### src/ricd_pkg.sv
// constants, types and register map of the remote input command decoder
// assumes a 250 MHz core clock and an apb slave port with 32-bit data
package ricd_pkg;

  localparam int NUM_INPUTS = 24;

  // register byte offsets
  localparam logic [11:0] CTRL_OFS   = 12'h000;
  localparam logic [11:0] STATUS_OFS = 12'h004;
  localparam logic [11:0] LEVEL_OFS  = 12'h008;
  localparam logic [11:0] STATE_OFS  = 12'h00C;
  localparam logic [11:0] CFG_OFS    = 12'h040;

  // ctrl bits
  localparam int CTRL_COMMIT_BIT  = 0;
  localparam int CTRL_DISCARD_BIT = 1;
  // state bits
  localparam int STATE_RF_BIT     = 0;
  localparam int STATE_EXC_B_BIT  = 1;
  localparam int STATE_AUTO_BIT   = 2;
  localparam int STATE_PRESET_LSB = 4;
  // cfg field positions
  localparam int CFG_CHAN_LSB     = 0;
  localparam int CFG_MODE_LSB     = 4;
  localparam int CFG_PRESET_LSB   = 8;
  localparam int CFG_EXEMPT_BIT   = 12;

  // power step and repeat time
  localparam logic [15:0] POWER_STEP_W  = 16'h0064;
  localparam int          REPEAT_NS     = 500000000;
  localparam int          CLK_PERIOD_NS = 4;
  localparam int          REPEAT_CYC    = REPEAT_NS / CLK_PERIOD_NS;

  typedef enum logic [2:0] {
    CH_NONE     = 3'h0,
    CH_RF       = 3'h1,
    CH_RESET    = 3'h2,
    CH_POWER    = 3'h3,
    CH_EXCITER  = 3'h4,
    CH_AUTO_CO  = 3'h5,
    CH_WATCHDOG = 3'h6,
    CH_PRESET   = 3'h7
  } ricd_chan_type;

  typedef enum logic [3:0] {
    MD_FALL_ON          = 4'h0,
    MD_RISE_ON          = 4'h1,
    MD_FALL_OFF         = 4'h2,
    MD_RISE_OFF         = 4'h3,
    MD_FALL_TOG         = 4'h4,
    MD_RISE_TOG         = 4'h5,
    MD_RISE_ON_FALL_OFF = 4'h6,
    MD_FALL_ON_RISE_OFF = 4'h7,
    MD_HIGH_INC         = 4'h8,
    MD_LOW_INC          = 4'h9,
    MD_HIGH_ON          = 4'hA,
    MD_LOW_ON           = 4'hB,
    MD_HIGH_DEC         = 4'hC,
    MD_LOW_DEC          = 4'hD
  } ricd_mode_type;

  typedef struct packed {
    logic          exempt;
    logic [3:0]    preset;
    ricd_mode_type mode;
    ricd_chan_type chan;
  } ricd_cfg_type;

  localparam ricd_cfg_type CFG_RESET_VAL = '{1'b0, 4'h0, MD_FALL_ON, CH_NONE};

  // factory configuration of the first seven inputs
  localparam int FACTORY_COUNT = 7;
  localparam ricd_cfg_type FACTORY_CFG [FACTORY_COUNT] = '{
    '{1'b0, 4'h0, MD_FALL_ON,  CH_RF},
    '{1'b0, 4'h0, MD_FALL_OFF, CH_RF},
    '{1'b0, 4'h0, MD_LOW_INC,  CH_POWER},
    '{1'b0, 4'h0, MD_LOW_DEC,  CH_POWER},
    '{1'b0, 4'h0, MD_FALL_OFF, CH_EXCITER},
    '{1'b0, 4'h0, MD_FALL_ON,  CH_EXCITER},
    '{1'b0, 4'h0, MD_FALL_TOG, CH_AUTO_CO}
  };

  typedef struct packed {
    logic       rf_on;
    logic       exciter_b;
    logic       auto_co;
    logic [3:0] preset;
  } ricd_state_type;

  localparam ricd_state_type STATE_RESET_VAL = '{1'b0, 1'b0, 1'b0, 4'h0};

endpackage

### src/ricd_top.sv
// remote input command decoder: 24 remote lines to transmitter commands
// assumes asynchronous inputs, resynchronised here, and an apb master on the core clock
`timescale 1ns/1ps
`default_nettype none

module ricd_top #(
  parameter int REPEAT_CYCLES = ricd_pkg::REPEAT_CYC
) (
  input  wire logic                             CORE_CLK_I,
  input  wire logic                             SYS_RST_I,
  input  wire logic [ricd_pkg::NUM_INPUTS-1:0]  REMOTE_IN_I,
  input  wire logic                             LOCAL_REMOTE_SEL_I,
  input  wire logic                             PSEL_I,
  input  wire logic                             PENABLE_I,
  input  wire logic                             PWRITE_I,
  input  wire logic [11:0]                      PADDR_I,
  input  wire logic [31:0]                      PWDATA_I,
  output logic      [31:0]                      PRDATA_O,
  output logic                                  PREADY_O,
  output logic                                  PSLVERR_O,
  output logic                                  RF_ON_REQ_O,
  output logic                                  RF_OFF_REQ_O,
  output logic                                  SYS_RESET_REQ_O,
  output logic                                  POWER_UP_O,
  output logic                                  POWER_DOWN_O,
  output logic      [15:0]                      POWER_STEP_W_O,
  output logic                                  EXCITER_B_O,
  output logic                                  AUTO_CO_EN_O,
  output logic                                  WDOG_RST_O,
  output logic                                  PRESET_LOAD_O,
  output logic      [3:0]                       PRESET_SEL_O
);

  localparam int N  = ricd_pkg::NUM_INPUTS;
  localparam int CW = $clog2(REPEAT_CYCLES + 1);

  logic [N-1:0]          sync_a;
  logic [N-1:0]          sync_b;
  logic [N-1:0]          prev;
  logic [N-1:0]          rise;
  logic [N-1:0]          fall;
  ricd_pkg::ricd_cfg_type edit_cfg [N];
  ricd_pkg::ricd_cfg_type act_cfg  [N];
  ricd_pkg::ricd_state_type state;
  logic [N-1:0]          ev_on;
  logic [N-1:0]          ev_off;
  logic [N-1:0]          ev_tog;
  logic [N-1:0]          hold;
  logic [N-1:0]          is_dec;
  logic [N-1:0]          rep_step;
  logic                  acc_wr;
  logic                  acc_rd;
  logic                  cfg_hit;
  logic [4:0]            cfg_idx;
  logic                  mapped;
  logic [31:0]           next_rdata;
  logic                  any_rf_on;
  logic                  any_rf_off;
  logic                  any_rf_tog;
  logic                  any_reset;
  logic                  any_up;
  logic                  any_down;
  logic                  any_exc_a;
  logic                  any_exc_b;
  logic                  any_exc_tog;
  logic                  any_auto_tog;
  logic                  any_wdog;
  logic                  any_preset;
  logic [3:0]            next_preset;

  // two-stage synchroniser and previous sample
  always_ff @(posedge CORE_CLK_I) begin
    if (SYS_RST_I) begin
      sync_a <= '0;
      sync_b <= '0;
      prev   <= '0;
    end else begin
      sync_a <= REMOTE_IN_I;
      sync_b <= sync_a;
      prev   <= sync_b;
    end
  end

  assign rise = sync_b & ~prev;
  assign fall = ~sync_b & prev;

  // apb decode, zero wait states
  assign acc_wr  = PSEL_I & PENABLE_I & PWRITE_I;
  assign acc_rd  = PSEL_I & ~PENABLE_I & ~PWRITE_I;
  assign cfg_hit = (PADDR_I >= ricd_pkg::CFG_OFS) && (PADDR_I < ricd_pkg::CFG_OFS + 12'(4 * N))
                   && (PADDR_I[1:0] == 2'b00);
  assign cfg_idx = 5'((PADDR_I - ricd_pkg::CFG_OFS) >> 2);
  assign mapped  = cfg_hit || PADDR_I == ricd_pkg::CTRL_OFS || PADDR_I == ricd_pkg::STATUS_OFS
                   || PADDR_I == ricd_pkg::LEVEL_OFS || PADDR_I == ricd_pkg::STATE_OFS;
  assign PREADY_O  = 1'b1;
  assign PSLVERR_O = PSEL_I & PENABLE_I & ~mapped;
  assign POWER_STEP_W_O = ricd_pkg::POWER_STEP_W;

  always_comb begin
    next_rdata = 32'h0000_0000;
    if (cfg_hit) begin
      next_rdata[ricd_pkg::CFG_CHAN_LSB +: 3]   = edit_cfg[cfg_idx].chan;
      next_rdata[ricd_pkg::CFG_MODE_LSB +: 4]   = edit_cfg[cfg_idx].mode;
      next_rdata[ricd_pkg::CFG_PRESET_LSB +: 4] = edit_cfg[cfg_idx].preset;
      next_rdata[ricd_pkg::CFG_EXEMPT_BIT]      = edit_cfg[cfg_idx].exempt;
    end else if (PADDR_I == ricd_pkg::STATUS_OFS) begin
      next_rdata[0] = LOCAL_REMOTE_SEL_I;
    end else if (PADDR_I == ricd_pkg::LEVEL_OFS) begin
      next_rdata[N-1:0] = sync_b;
    end else if (PADDR_I == ricd_pkg::STATE_OFS) begin
      next_rdata[ricd_pkg::STATE_RF_BIT]          = state.rf_on;
      next_rdata[ricd_pkg::STATE_EXC_B_BIT]       = state.exciter_b;
      next_rdata[ricd_pkg::STATE_AUTO_BIT]        = state.auto_co;
      next_rdata[ricd_pkg::STATE_PRESET_LSB +: 4] = state.preset;
    end
  end

  // read data captured in the setup cycle, valid in the access cycle
  always_ff @(posedge CORE_CLK_I) begin
    if (SYS_RST_I) begin
      PRDATA_O <= 32'h0000_0000;
    end else if (acc_rd) begin
      PRDATA_O <= next_rdata;
    end
  end

  // edit copy and committed copy of the configuration
  always_ff @(posedge CORE_CLK_I) begin
    if (SYS_RST_I) begin
      for (int i = 0; i < N; i++) begin
        // index folded into the table range so unrolled copies stay in bounds
        edit_cfg[i] <= (i < ricd_pkg::FACTORY_COUNT) ? ricd_pkg::FACTORY_CFG[i % ricd_pkg::FACTORY_COUNT]
                                                     : ricd_pkg::CFG_RESET_VAL;
        act_cfg[i]  <= (i < ricd_pkg::FACTORY_COUNT) ? ricd_pkg::FACTORY_CFG[i % ricd_pkg::FACTORY_COUNT]
                                                     : ricd_pkg::CFG_RESET_VAL;
      end
    end else if (acc_wr && PADDR_I == ricd_pkg::CTRL_OFS) begin
      if (PWDATA_I[ricd_pkg::CTRL_COMMIT_BIT]) begin
        act_cfg <= edit_cfg;
      end else if (PWDATA_I[ricd_pkg::CTRL_DISCARD_BIT]) begin
        edit_cfg <= act_cfg;
      end
    end else if (acc_wr && cfg_hit) begin
      edit_cfg[cfg_idx].chan   <= ricd_pkg::ricd_chan_type'(PWDATA_I[ricd_pkg::CFG_CHAN_LSB +: 3]);
      edit_cfg[cfg_idx].mode   <= ricd_pkg::ricd_mode_type'(PWDATA_I[ricd_pkg::CFG_MODE_LSB +: 4]);
      edit_cfg[cfg_idx].preset <= PWDATA_I[ricd_pkg::CFG_PRESET_LSB +: 4];
      edit_cfg[cfg_idx].exempt <= PWDATA_I[ricd_pkg::CFG_EXEMPT_BIT];
    end
  end

  // per-input trigger decode and power repeat timer
  for (genvar g = 0; g < N; g++) begin : g_in
    logic          en;
    logic [CW-1:0] rep_cnt;

    // status is never written from here, only the local operator drives it
    assign en = (LOCAL_REMOTE_SEL_I | act_cfg[g].exempt)
                & (act_cfg[g].chan != ricd_pkg::CH_NONE);

    always_comb begin
      ev_on[g]  = 1'b0;
      ev_off[g] = 1'b0;
      ev_tog[g] = 1'b0;
      hold[g]   = 1'b0;
      is_dec[g] = 1'b0;
      case (act_cfg[g].mode)
        ricd_pkg::MD_FALL_ON:          ev_on[g]  = fall[g];
        ricd_pkg::MD_RISE_ON:          ev_on[g]  = rise[g];
        ricd_pkg::MD_FALL_OFF:         ev_off[g] = fall[g];
        ricd_pkg::MD_RISE_OFF:         ev_off[g] = rise[g];
        ricd_pkg::MD_FALL_TOG:         ev_tog[g] = fall[g];
        ricd_pkg::MD_RISE_TOG:         ev_tog[g] = rise[g];
        ricd_pkg::MD_RISE_ON_FALL_OFF: begin
          ev_on[g]  = rise[g];
          ev_off[g] = fall[g];
        end
        ricd_pkg::MD_FALL_ON_RISE_OFF: begin
          ev_on[g]  = fall[g];
          ev_off[g] = rise[g];
        end
        ricd_pkg::MD_HIGH_INC, ricd_pkg::MD_HIGH_ON: begin
          ev_on[g] = rise[g];
          hold[g]  = sync_b[g];
        end
        ricd_pkg::MD_LOW_INC, ricd_pkg::MD_LOW_ON: begin
          ev_on[g] = fall[g];
          hold[g]  = ~sync_b[g];
        end
        ricd_pkg::MD_HIGH_DEC: begin
          ev_on[g]  = rise[g];
          hold[g]   = sync_b[g];
          is_dec[g] = 1'b1;
        end
        ricd_pkg::MD_LOW_DEC: begin
          ev_on[g]  = fall[g];
          hold[g]   = ~sync_b[g];
          is_dec[g] = 1'b1;
        end
        default: ;
      endcase
      if (!en) begin
        ev_on[g]  = 1'b0;
        ev_off[g] = 1'b0;
        ev_tog[g] = 1'b0;
        hold[g]   = 1'b0;
      end
    end

    // first step on activation, then one per repeat period while held
    always_ff @(posedge CORE_CLK_I) begin
      if (SYS_RST_I) begin
        rep_cnt <= '0;
      end else if (ev_on[g] || !hold[g] || act_cfg[g].chan != ricd_pkg::CH_POWER) begin
        rep_cnt <= '0;
      end else if (rep_cnt == CW'(REPEAT_CYCLES - 1)) begin
        rep_cnt <= '0;
      end else begin
        rep_cnt <= rep_cnt + 1'b1;
      end
    end

    assign rep_step[g] = hold[g] && act_cfg[g].chan == ricd_pkg::CH_POWER
                         && !ev_on[g] && rep_cnt == CW'(REPEAT_CYCLES - 1);
  end

  // gather events per channel; lowest numbered preset input wins
  always_comb begin
    any_rf_on    = 1'b0;
    any_rf_off   = 1'b0;
    any_rf_tog   = 1'b0;
    any_reset    = 1'b0;
    any_up       = 1'b0;
    any_down     = 1'b0;
    any_exc_a    = 1'b0;
    any_exc_b    = 1'b0;
    any_exc_tog  = 1'b0;
    any_auto_tog = 1'b0;
    any_wdog     = 1'b0;
    any_preset   = 1'b0;
    next_preset  = state.preset;
    for (int i = N - 1; i >= 0; i--) begin
      case (act_cfg[i].chan)
        ricd_pkg::CH_RF: begin
          any_rf_on  = any_rf_on | ev_on[i];
          any_rf_off = any_rf_off | ev_off[i];
          any_rf_tog = any_rf_tog | ev_tog[i];
        end
        ricd_pkg::CH_RESET: begin
          any_reset = any_reset | ev_on[i] | ev_tog[i];
        end
        ricd_pkg::CH_POWER: begin
          any_up   = any_up | ((ev_on[i] | rep_step[i]) & ~is_dec[i]);
          any_down = any_down | ((ev_on[i] | rep_step[i]) & is_dec[i]) | ev_off[i];
        end
        ricd_pkg::CH_EXCITER: begin
          any_exc_b   = any_exc_b | ev_on[i];
          any_exc_a   = any_exc_a | ev_off[i];
          any_exc_tog = any_exc_tog | ev_tog[i];
        end
        ricd_pkg::CH_AUTO_CO: begin
          any_auto_tog = any_auto_tog | ev_on[i] | ev_tog[i];
        end
        ricd_pkg::CH_WATCHDOG: begin
          any_wdog = any_wdog | ev_on[i] | ev_tog[i];
        end
        ricd_pkg::CH_PRESET: begin
          if (ev_on[i] || ev_tog[i]) begin
            any_preset  = 1'b1;
            next_preset = act_cfg[i].preset;
          end
        end
        default: ;
      endcase
    end
  end

  // transmitter state held by this block
  always_ff @(posedge CORE_CLK_I) begin
    if (SYS_RST_I) begin
      state <= ricd_pkg::STATE_RESET_VAL;
    end else begin
      if (any_rf_off) begin
        state.rf_on <= 1'b0;  // off wins over on
      end else if (any_rf_on) begin
        state.rf_on <= 1'b1;
      end else if (any_rf_tog) begin
        state.rf_on <= ~state.rf_on;
      end
      if (any_exc_a) begin
        state.exciter_b <= 1'b0;
      end else if (any_exc_b) begin
        state.exciter_b <= 1'b1;
      end else if (any_exc_tog) begin
        state.exciter_b <= ~state.exciter_b;
      end
      if (any_auto_tog) begin
        state.auto_co <= ~state.auto_co;
      end
      if (any_preset) begin
        state.preset <= next_preset;
      end
    end
  end

  // registered command pulses
  always_ff @(posedge CORE_CLK_I) begin
    if (SYS_RST_I) begin
      RF_ON_REQ_O     <= 1'b0;
      RF_OFF_REQ_O    <= 1'b0;
      SYS_RESET_REQ_O <= 1'b0;
      POWER_UP_O      <= 1'b0;
      POWER_DOWN_O    <= 1'b0;
      WDOG_RST_O      <= 1'b0;
      PRESET_LOAD_O   <= 1'b0;
    end else begin
      RF_ON_REQ_O     <= ~any_rf_off & (any_rf_on | (any_rf_tog & ~state.rf_on));
      RF_OFF_REQ_O    <= any_rf_off | (~any_rf_on & any_rf_tog & state.rf_on);
      SYS_RESET_REQ_O <= any_reset;
      POWER_UP_O      <= any_up & ~any_down;
      POWER_DOWN_O    <= any_down & ~any_up;
      WDOG_RST_O      <= any_wdog;
      PRESET_LOAD_O   <= any_preset;
    end
  end

  assign EXCITER_B_O  = state.exciter_b;
  assign AUTO_CO_EN_O = state.auto_co;
  assign PRESET_SEL_O = state.preset;

endmodule // ricd_top

`default_nettype wire

### config.mk
export PLATFORM = sky130hd
export DESIGN_NAME = ricd_top
export DESIGN_NICKNAME = d
export VERILOG_FILES = /design/src/ricd_pkg.sv /design/src/ricd_top.sv
export SDC_FILE = /design/constraint.sdc
export NUM_CORES = 2
export LEC_CHECK = 0
export BUFFER_PORTS_ARGS = -buffer_cell sky130_fd_sc_hd__buf_2
export CAP_MARGIN = 30
export CORE_AREA = 5 5 326 328
export DETAILED_ROUTE_END_ITERATION = 6
export DIE_AREA = 0 0 331 333
export GPL_TIMING_DRIVEN = 0
export PLACE_DENSITY = 0.8
export SLEW_MARGIN = 40
export SYNTH_ARGS = -nofsm -noshare
export SYNTH_HDL_FRONTEND = slang
export SYNTH_SLANG_ARGS = --single-unit
### constraint.sdc
create_clock -name CORE_CLK_I -period 5.1 [get_ports CORE_CLK_I]
set_input_delay 1.53 -clock CORE_CLK_I [delete_from_list [all_inputs] [get_ports CORE_CLK_I]]
set_output_delay 1.53 -clock CORE_CLK_I [all_outputs]
set_load 0.05 [all_outputs]
# Word-level counts from Yosys, hierarchy flattened
# Cells that the tools add are included.
classes:
  magnitude_cmp: 4
  reduce_logical: 450
  n_eq_ne: 533
  n_addsub: 25
  bitwise: 543
  mux: 611
ops:
  columns: ["cell", "count"]
  rows:
  - ["$bwmux W288", 4]
  - ["$mux W288", 4]
  - ["$add A27 B1 Y27 const B", 24]
  - ["$eq A27 B27 Y1 const B", 24]
  - ["$eq A4 B4 Y1 const B", 144]
  - ["$mux W1", 439]
  - ["$or A1 B1 Y1", 397]
  - ["$eq A4 B3 Y1 const B", 96]
  - ["$eq A3 B3 Y1 const B", 96]
  - ["$demux W12 S5", 4]
  - ["$reduce_or A5 Y1", 48]
  - ["$reduce_or A3 Y1", 72]
  - ["$mux W4", 50]
  - ["$eq A4 B2 Y1 const B", 48]
  - ["$pmux W1 S2", 96]
  - ["$reduce_or A2 Y1", 74]
  - ["$eq A3 B2 Y1 const B", 48]
  - ["$eq A4 B1 Y1 const B", 24]
  - ["$logic_not A4 Y1", 24]
  - ["$and A1 B1 Y1", 83]
  - ["$logic_and A1 B1 Y1", 77]
  - ["$logic_or A1 B1 Y1", 76]
  - ["$eq A3 B1 Y1 const B", 24]
  - ["$ne A3 B2 Y1 const B", 24]
  - ["other kinds (27)", 166]
totals:
  reg_bits: 1334
  wordCells: 2397
  inputBits: 74
  output_inout_bits: 63

# Depth between registers and ports, before layout
depth:
  depth_word: 82
  ltp_mapped: 14
  ltp_nobuf: 10

# Worst setup path before layout
# Ideal clock, no wire load.
synth_path:
  path_type: "in2out"
  start: "in PADDR_I[6]"
  end: "out PSLVERR_O"
  setup_slack_ns: 0.368
  n_path_buf: 1
  t_arrival_ns: 3.202
  path_stages: 4
  required_time_ns: 3.570
  cell_sequence: "clkbuf_1 nor3_1 nor3b_1 nor3_1"
synth_between:
  elab_chain_cells: 9
  elab_cells_between_ends: 14
  cone_classes: "2 x order compare; 3 x eq/ne; 2 x bitwise; 7 x reduce/logical"
synth_lines:
  columns: ["element", "line_no", "source"]
  rows:
  - ["from (decl)", "ricd_top.sv:16", "input wire logic [11:0] PADDR_I,"]
  - ["$ge A12 B7 Y1 / $lt A12 B8 Y1 (equally long branches)", "ricd_top.sv:90", "assign cfg_hit = (PADDR_I >= ricd_pkg::CFG_OFS) && (PADDR_I < ricd_pkg::CFG_OFS + 12'(4 * N))"]
  - ["$logic_and A1 B1 Y1", "ricd_top.sv:90", null]
  - ["$logic_and A1 B1 Y1", "ricd_top.sv:91", "&& (PADDR_I[1:0] == 2'b00);"]
  - ["$logic_or A1 B1 Y1 (2 in a row)", "ricd_top.sv:93", "assign mapped = cfg_hit || PADDR_I == ricd_pkg::CTRL_OFS || PADDR_I == ricd_pkg::STATUS_OFS"]
  - ["$logic_or A1 B1 Y1", "ricd_top.sv:94", "|| PADDR_I == ricd_pkg::LEVEL_OFS || PADDR_I == ricd_pkg::STATE_OFS;"]
  - ["$logic_or A1 B1 Y1 (*)", "ricd_top.sv:94", null]
  - ["$not A1 Y1 (*)", "ricd_top.sv:96", "assign PSLVERR_O = PSEL_I & PENABLE_I & ~mapped;"]
  - ["$and A1 B1 Y1 (*)", "ricd_top.sv:96", null]
  - ["to (decl)", "ricd_top.sv:20", "output logic PSLVERR_O,"]
# Every way passes the cells marked *; elsewhere a longest branch is shown, timed or not.

# Worst setup path in the final report
layout_path:
  start: "in PADDR_I[5]"
  end: "reg edit_cfg[191] (netlist bit)"
layout_between:
  elab_chain_cells: 9
  elab_cells_between_ends: 27
  cone_classes: "1 x add/sub; 4 x order compare; 2 x eq/ne; 11 x mux; 1 x bitwise; 8 x reduce/logical"
layout_lines:
  columns: ["element", "line_no", "source"]
  rows:
  - ["$sub A7 B7 Y7", "ricd_top.sv:92", "assign cfg_idx = 5'((PADDR_I - ricd_pkg::CFG_OFS) >> 2);"]
  - ["$not A5 Y6 (implied by the code)", null, null]
  - ["$ge A6 B6 Y1 (implied by the code) (tied with other cells)", "ricd_top.sv:147", "edit_cfg[cfg_idx].exempt <= PWDATA_I[ricd_pkg::CFG_EXEMPT_BIT];"]
  - ["$logic_and A1 B1 Y1 (implied by the code) / $bwmux W288 (equally long branches)", "ricd_top.sv:147, ricd_top.sv:144", null]
  - ["$mux W12 (implied by the code) / $bwmux W288 (equally long branches)", "ricd_top.sv:147, ricd_top.sv:145", null]
  - ["$demux W12 S5 / $bwmux W288 (equally long branches)", "ricd_top.sv:147, ricd_top.sv:146", null]
  - ["$bwmux W288", "ricd_top.sv:147", null]
  - ["$mux W288", "ricd_top.sv:143", "end else if (acc_wr && cfg_hit) begin"]
  - ["$mux W288", "ricd_top.sv:137", "end else if (acc_wr && PADDR_I == ricd_pkg::CTRL_OFS) begin"]
  - ["to (signal, indexed assignment)", "ricd_top.sv:132", "edit_cfg[i] <= (i < ricd_pkg::FACTORY_COUNT) ? ricd_pkg::FACTORY_CFG[i % ricd_pkg::FACTORY_COUNT]"]
  - ["to (signal assigned)", "ricd_top.sv:141", "edit_cfg <= act_cfg;"]
  - ["to (decl)", "ricd_top.sv:42", "ricd_pkg::ricd_cfg_type edit_cfg [N];"]
# Several ways; a longest one is shown, not always the timed one. The select of a mux whose other input is x is not followed.
# A chain may end at the register's enable or synchronous reset.

==> flow_metrics.env <==
export IMPL_cts_buffers=137
export IMPL_hp_start="sync_a[9]"
export IMPL_fmax_mhz=189
export IMPL_dr_total_vias=65000
export IMPL_cts_path_max_buffers=3
export IMPL_rsz0062_at_grt="false"
export IMPL_syn_to_final_growth_pct=12.2
export IMPL_total_power_mw=21.9
export IMPL_power_density_mw_per_mm2=304
export IMPL_final_core_utilization=0.701
export IMPL_path_class="in -> reg"
export IMPL_postCtsHoldBufs=0
export IMPL_setup_viol=190
export IMPL_hold_viol_final=0
export IMPL_cp_slowest_cell="clkbuf_2"
export IMPL_synth_largest_area_cell="dfxtp_1"
export IMPL_cap_violations=0
export IMPL_synth_edf_count=0
export IMPL_dp_cells=9349
export IMPL_rrSetupSlack_ns=0.39
export IMPL_skew_ns=0.0293
export IMPL_switching_share=0.230
export IMPL_r2r_start="sync_b[13]"
export IMPL_r2r_cells=10
export IMPL_grt_util_all_layers=0.458
export IMPL_synth_top_area_share=0.415
export IMPL_row_count=118
export IMPL_place_area_sq_mm=0.0672
export IMPL_clock_tree_root_cell="clkbuf_16"
export IMPL_die_x_microns=331
export IMPL_detail_route_iter0_violations=9780
export IMPL_cp_required_ns=5.71
export IMPL_vdd_drop_max_uv=299
export IMPL_relSlewSlack=0.296
export IMPL_p_clk_frac=0.485
export IMPL_path_common_cell="clkbuf_1"
export IMPL_synth_seq_area_share=0.415
export IMPL_netlist_instances=7840
export IMPL_grt_max_degree=17
export IMPL_finalWirelength_microns=264000
export IMPL_clock_sinks=1334
export IMPL_wire_per_inst_microns=27.5
export IMPL_worst_slew_pin_transition_ns=1.05
export IMPL_power_switching_mw=5.03
export IMPL_gp_congestion=1.12
export IMPL_clkLatencyLatePin_ns=0.79
export IMPL_run_status="complete, but fails checks"
export IMPL_ys_ff_latch=1334
export IMPL_cp_slowest_stage_delay_ns=0.72
export IMPL_reg2reg_to="PRESET_SEL_O[1]"
export IMPL_start_kind="primary input"
export IMPL_violations="DRC, setup timing"
export IMPL_synthTopCellsByArea="dfxtp_1 42%, nor2_1 6.8%, nand2_1 5.9%"
export IMPL_antenna_left=0
export IMPL_antenna_found_initial=14
export IMPL_instances_no_fill=9613
export IMPL_dominantRegCellSynth="dfxtp_1"
export IMPL_dpl_hpwl_microns=195000
export IMPL_clk_pin_slew_ns=0.06
export IMPL_drive_above_1_share=0.0869
export IMPL_hold_slack_ns=0.435
export IMPL_path_cells="clkbuf_1 > nor3_2 > nor3b_4 > nand4b_1 > a21oi_1 > clkbuf_1 > clkbuf_2 > clkbuf_1 > a211oi_1"
export IMPL_syn_area_sq_mm=0.0643
export IMPL_slew_viol_final=0
export IMPL_crit_path_max_fanout=10
export IMPL_io_pins=137
export IMPL_stdcell_area_sq_mm=0.0721
export IMPL_power_frac_seq=0.478
export IMPL_port_buffers=85
export IMPL_cp_data_arrival_time_ns=5.91
export IMPL_internal_power_mw=16.9
export IMPL_power_leakage_nw=23.5
export IMPL_via_per_inst=6.77
export IMPL_synth_area_per_cell_sq_um=8.20
export IMPL_grt_overflow=0
export IMPL_min_period_over_period=1.04
export IMPL_core_sq_mm=0.103
export IMPL_start_util=0.625
export IMPL_drt_first_pass_iters=7
export IMPL_end_kind="register"
export IMPL_regArea_sq_mm=0.0267
export IMPL_pwr_share_comb=0.037
export IMPL_grt_pass1_wl_microns=382000
export IMPL_cts_tree="built"
export IMPL_hold_path_class="reg -> reg"
export IMPL_layout_setup_ws_ns=-0.201
export IMPL_min_period_ns=5.30
export IMPL_yosysWarnings=0
export IMPL_die_height_microns=333
export IMPL_drcViolationCount=18
export IMPL_htreeDepth=4
export IMPL_multi_input_area_sq_mm=0.0353
export IMPL_whs_path_depth=1
export IMPL_cts_setup_buffers=0
export IMPL_hold_path_end="sync_b[9]"
export IMPL_synth_distinct_cells=87
export IMPL_synthArstFlopShare=0
export IMPL_die_area_sq_mm=0.110
export IMPL_nNetsFinal=8206
export IMPL_fill_cells=7599
export IMPL_grt_pass1_vias=60100
[registers in the layout, summed over array words and instances (netlist names), 4 cells and up]
| signal | count |
|---|---|
| g_in.rep_cnt | 648 |
| PRESET_SEL_O | 4 |
| prev | 24 |
| act_cfg | 288 |
| sync_b | 24 |
| edit_cfg | 288 |
| PRDATA_O | 24 |
| sync_a | 24 |
[cell families after synthesis]
family          synth area share
other cells             0.000117
xor+xnor                  0.0790
simple gates               0.276
compound gates             0.153
mux                       0.0301
flops                      0.415
fa+ha+maj                0.00467
buf+inv                   0.0424
[repair_timing]
action	4_1_cts	5_1_grt
endpoints found under the setup margin	24	55
pin swaps	0	0
gates resized for setup	9	7
endpoints found under the hold margin	0	0
[cells in the final DEF (no fill, tap or decap), drive strengths merged, types with 26 or more instances in the layout]
cell type and n:
nand2b 46, clkinv 26, o211ai 35, nor4bb 32, clkbuf 647, and3 171
a211oi 292, buf 218, xnor2 210, nor2 1170, nand3b 73, and2 43
nand2 1003, or3 62, nor2b 113, and4b 27, nor3 119, o2111ai 33
nand3 299, or3b 28, and4 31, a22oi 31, dfxtp 1334, or2 28
a22o 34, mux4 73, nand4 127, o22ai 290, xor2 370, nor4b 50
inv 128, nor3b 67, nor4 52, a21oi 396, or4 33, o21ai 122
[worst max-delay path by stage]
stage / depth (start not counted) / slack [ns] / start / to
2_1_floorplan: 4 / 0.37 / PADDR_I[6] / PSLVERR_O
5_1_grt: 5 / 0.02 / PADDR_I[5] / PSLVERR_O
3_3_place_gp: 9 / -2.07 / PADDR_I[2] / edit_cfg[226]
4_1_cts: 13 / 0.02 / LOCAL_REMOTE_SEL_I / WDOG_RST_O
3_5_place_dp: 13 / -1.39 / LOCAL_REMOTE_SEL_I / PRESET_SEL_O[1]
6_report: 9 / -0.20 / PADDR_I[5] / edit_cfg[191]
[through the flow]
stage          setup TNS [ns]  setup slack, ns
4_1_cts                     0           0.0172
3_3_place_gp         -1039.51            -2.07
5_1_grt                     0           0.0169
2_1_floorplan               0            0.368
3_5_place_dp          -266.09            -1.39
6_report               -12.92           -0.201
[metal layers]
| metal | global-route usage | up-vias | part of all wire |
|---|---|---|---|
| li1 | - | 28300 | - |
| met1 | 0.582 | 30900 | 0.37 |
| met2 | 0.666 | 4695 | 0.41 |
| met3 | 0.153 | 1156 | 0.14 |
| met4 | 0.295 | 4 | 0.084 |
| met5 | 0 | - | 0.00019 |
[cell usage after synthesis (25+ instances only)]
| library cell | n |
|---|---|
| o211ai_1 | 34 |
| nor4_1 | 52 |
| nor4bb_1 | 32 |
| a21oi_1 | 396 |
| and3_1 | 171 |
| nand4_1 | 126 |
| nand2b_1 | 46 |
| nor3b_1 | 67 |
| nor2_1 | 1170 |
| o22ai_1 | 290 |
| clkbuf_1 | 444 |
| a211oi_1 | 292 |
| and4b_1 | 27 |
| and2_1 | 40 |
| buf_1 | 39 |
| nor3_1 | 118 |
| a22oi_1 | 31 |
| buf_2 | 47 |
| xor2_1 | 370 |
| inv_1 | 123 |
| or3b_2 | 25 |
| nor4b_1 | 50 |
| o2111ai_1 | 33 |
| nor2b_1 | 113 |
| buf_4 | 29 |
| o21ai_0 | 121 |
| dfxtp_1 | 1334 |
| nand3b_1 | 73 |
| a22o_1 | 34 |
| nand2_1 | 1003 |
| nand3_1 | 299 |
| or3_1 | 62 |
| and4_1 | 31 |
| or2_2 | 28 |
| mux4_2 | 73 |
| or4_1 | 33 |
| xnor2_1 | 210 |
[area by class of cell]
| cell class | count | area share |
|---|---|---|
| tap | 1380 | 0.0239 |
| sequential | 1334 | 0.370 |
| clock buffer | 203 | 0.0582 |
| buffer | 559 | 0.0329 |
| antenna | 14 | 0.000486 |
| inverter | 123 | 0.00640 |
| timing repair buffer | 106 | 0.0103 |
| multi-input combinational | 5847 | 0.490 |
| clock inverter | 47 | 0.00791 |
[power groups by stage]
stage / registers [mW] / clock network [mW] / logic [mW]
finish: 10.5 / 10.6 / 0.805
global route: 10.5 / 11.1 / 0.791
CTS: 10.5 / 10.6 / 0.742
detailed placement: 10.7 / 0 / 0.738
global placement: 10.7 / 0 / 0.703
floorplan: 10.7 / 0 / 0.373
[critical path: cells and delay by family]
family                 cells  cell delay (ns)
buffers and inverters      4             2.24
AOI/OAI and AO/OA          2             0.71
and+or+nand+nor            3             1.39
Note: power is estimated with default switching activity, not from simulation.
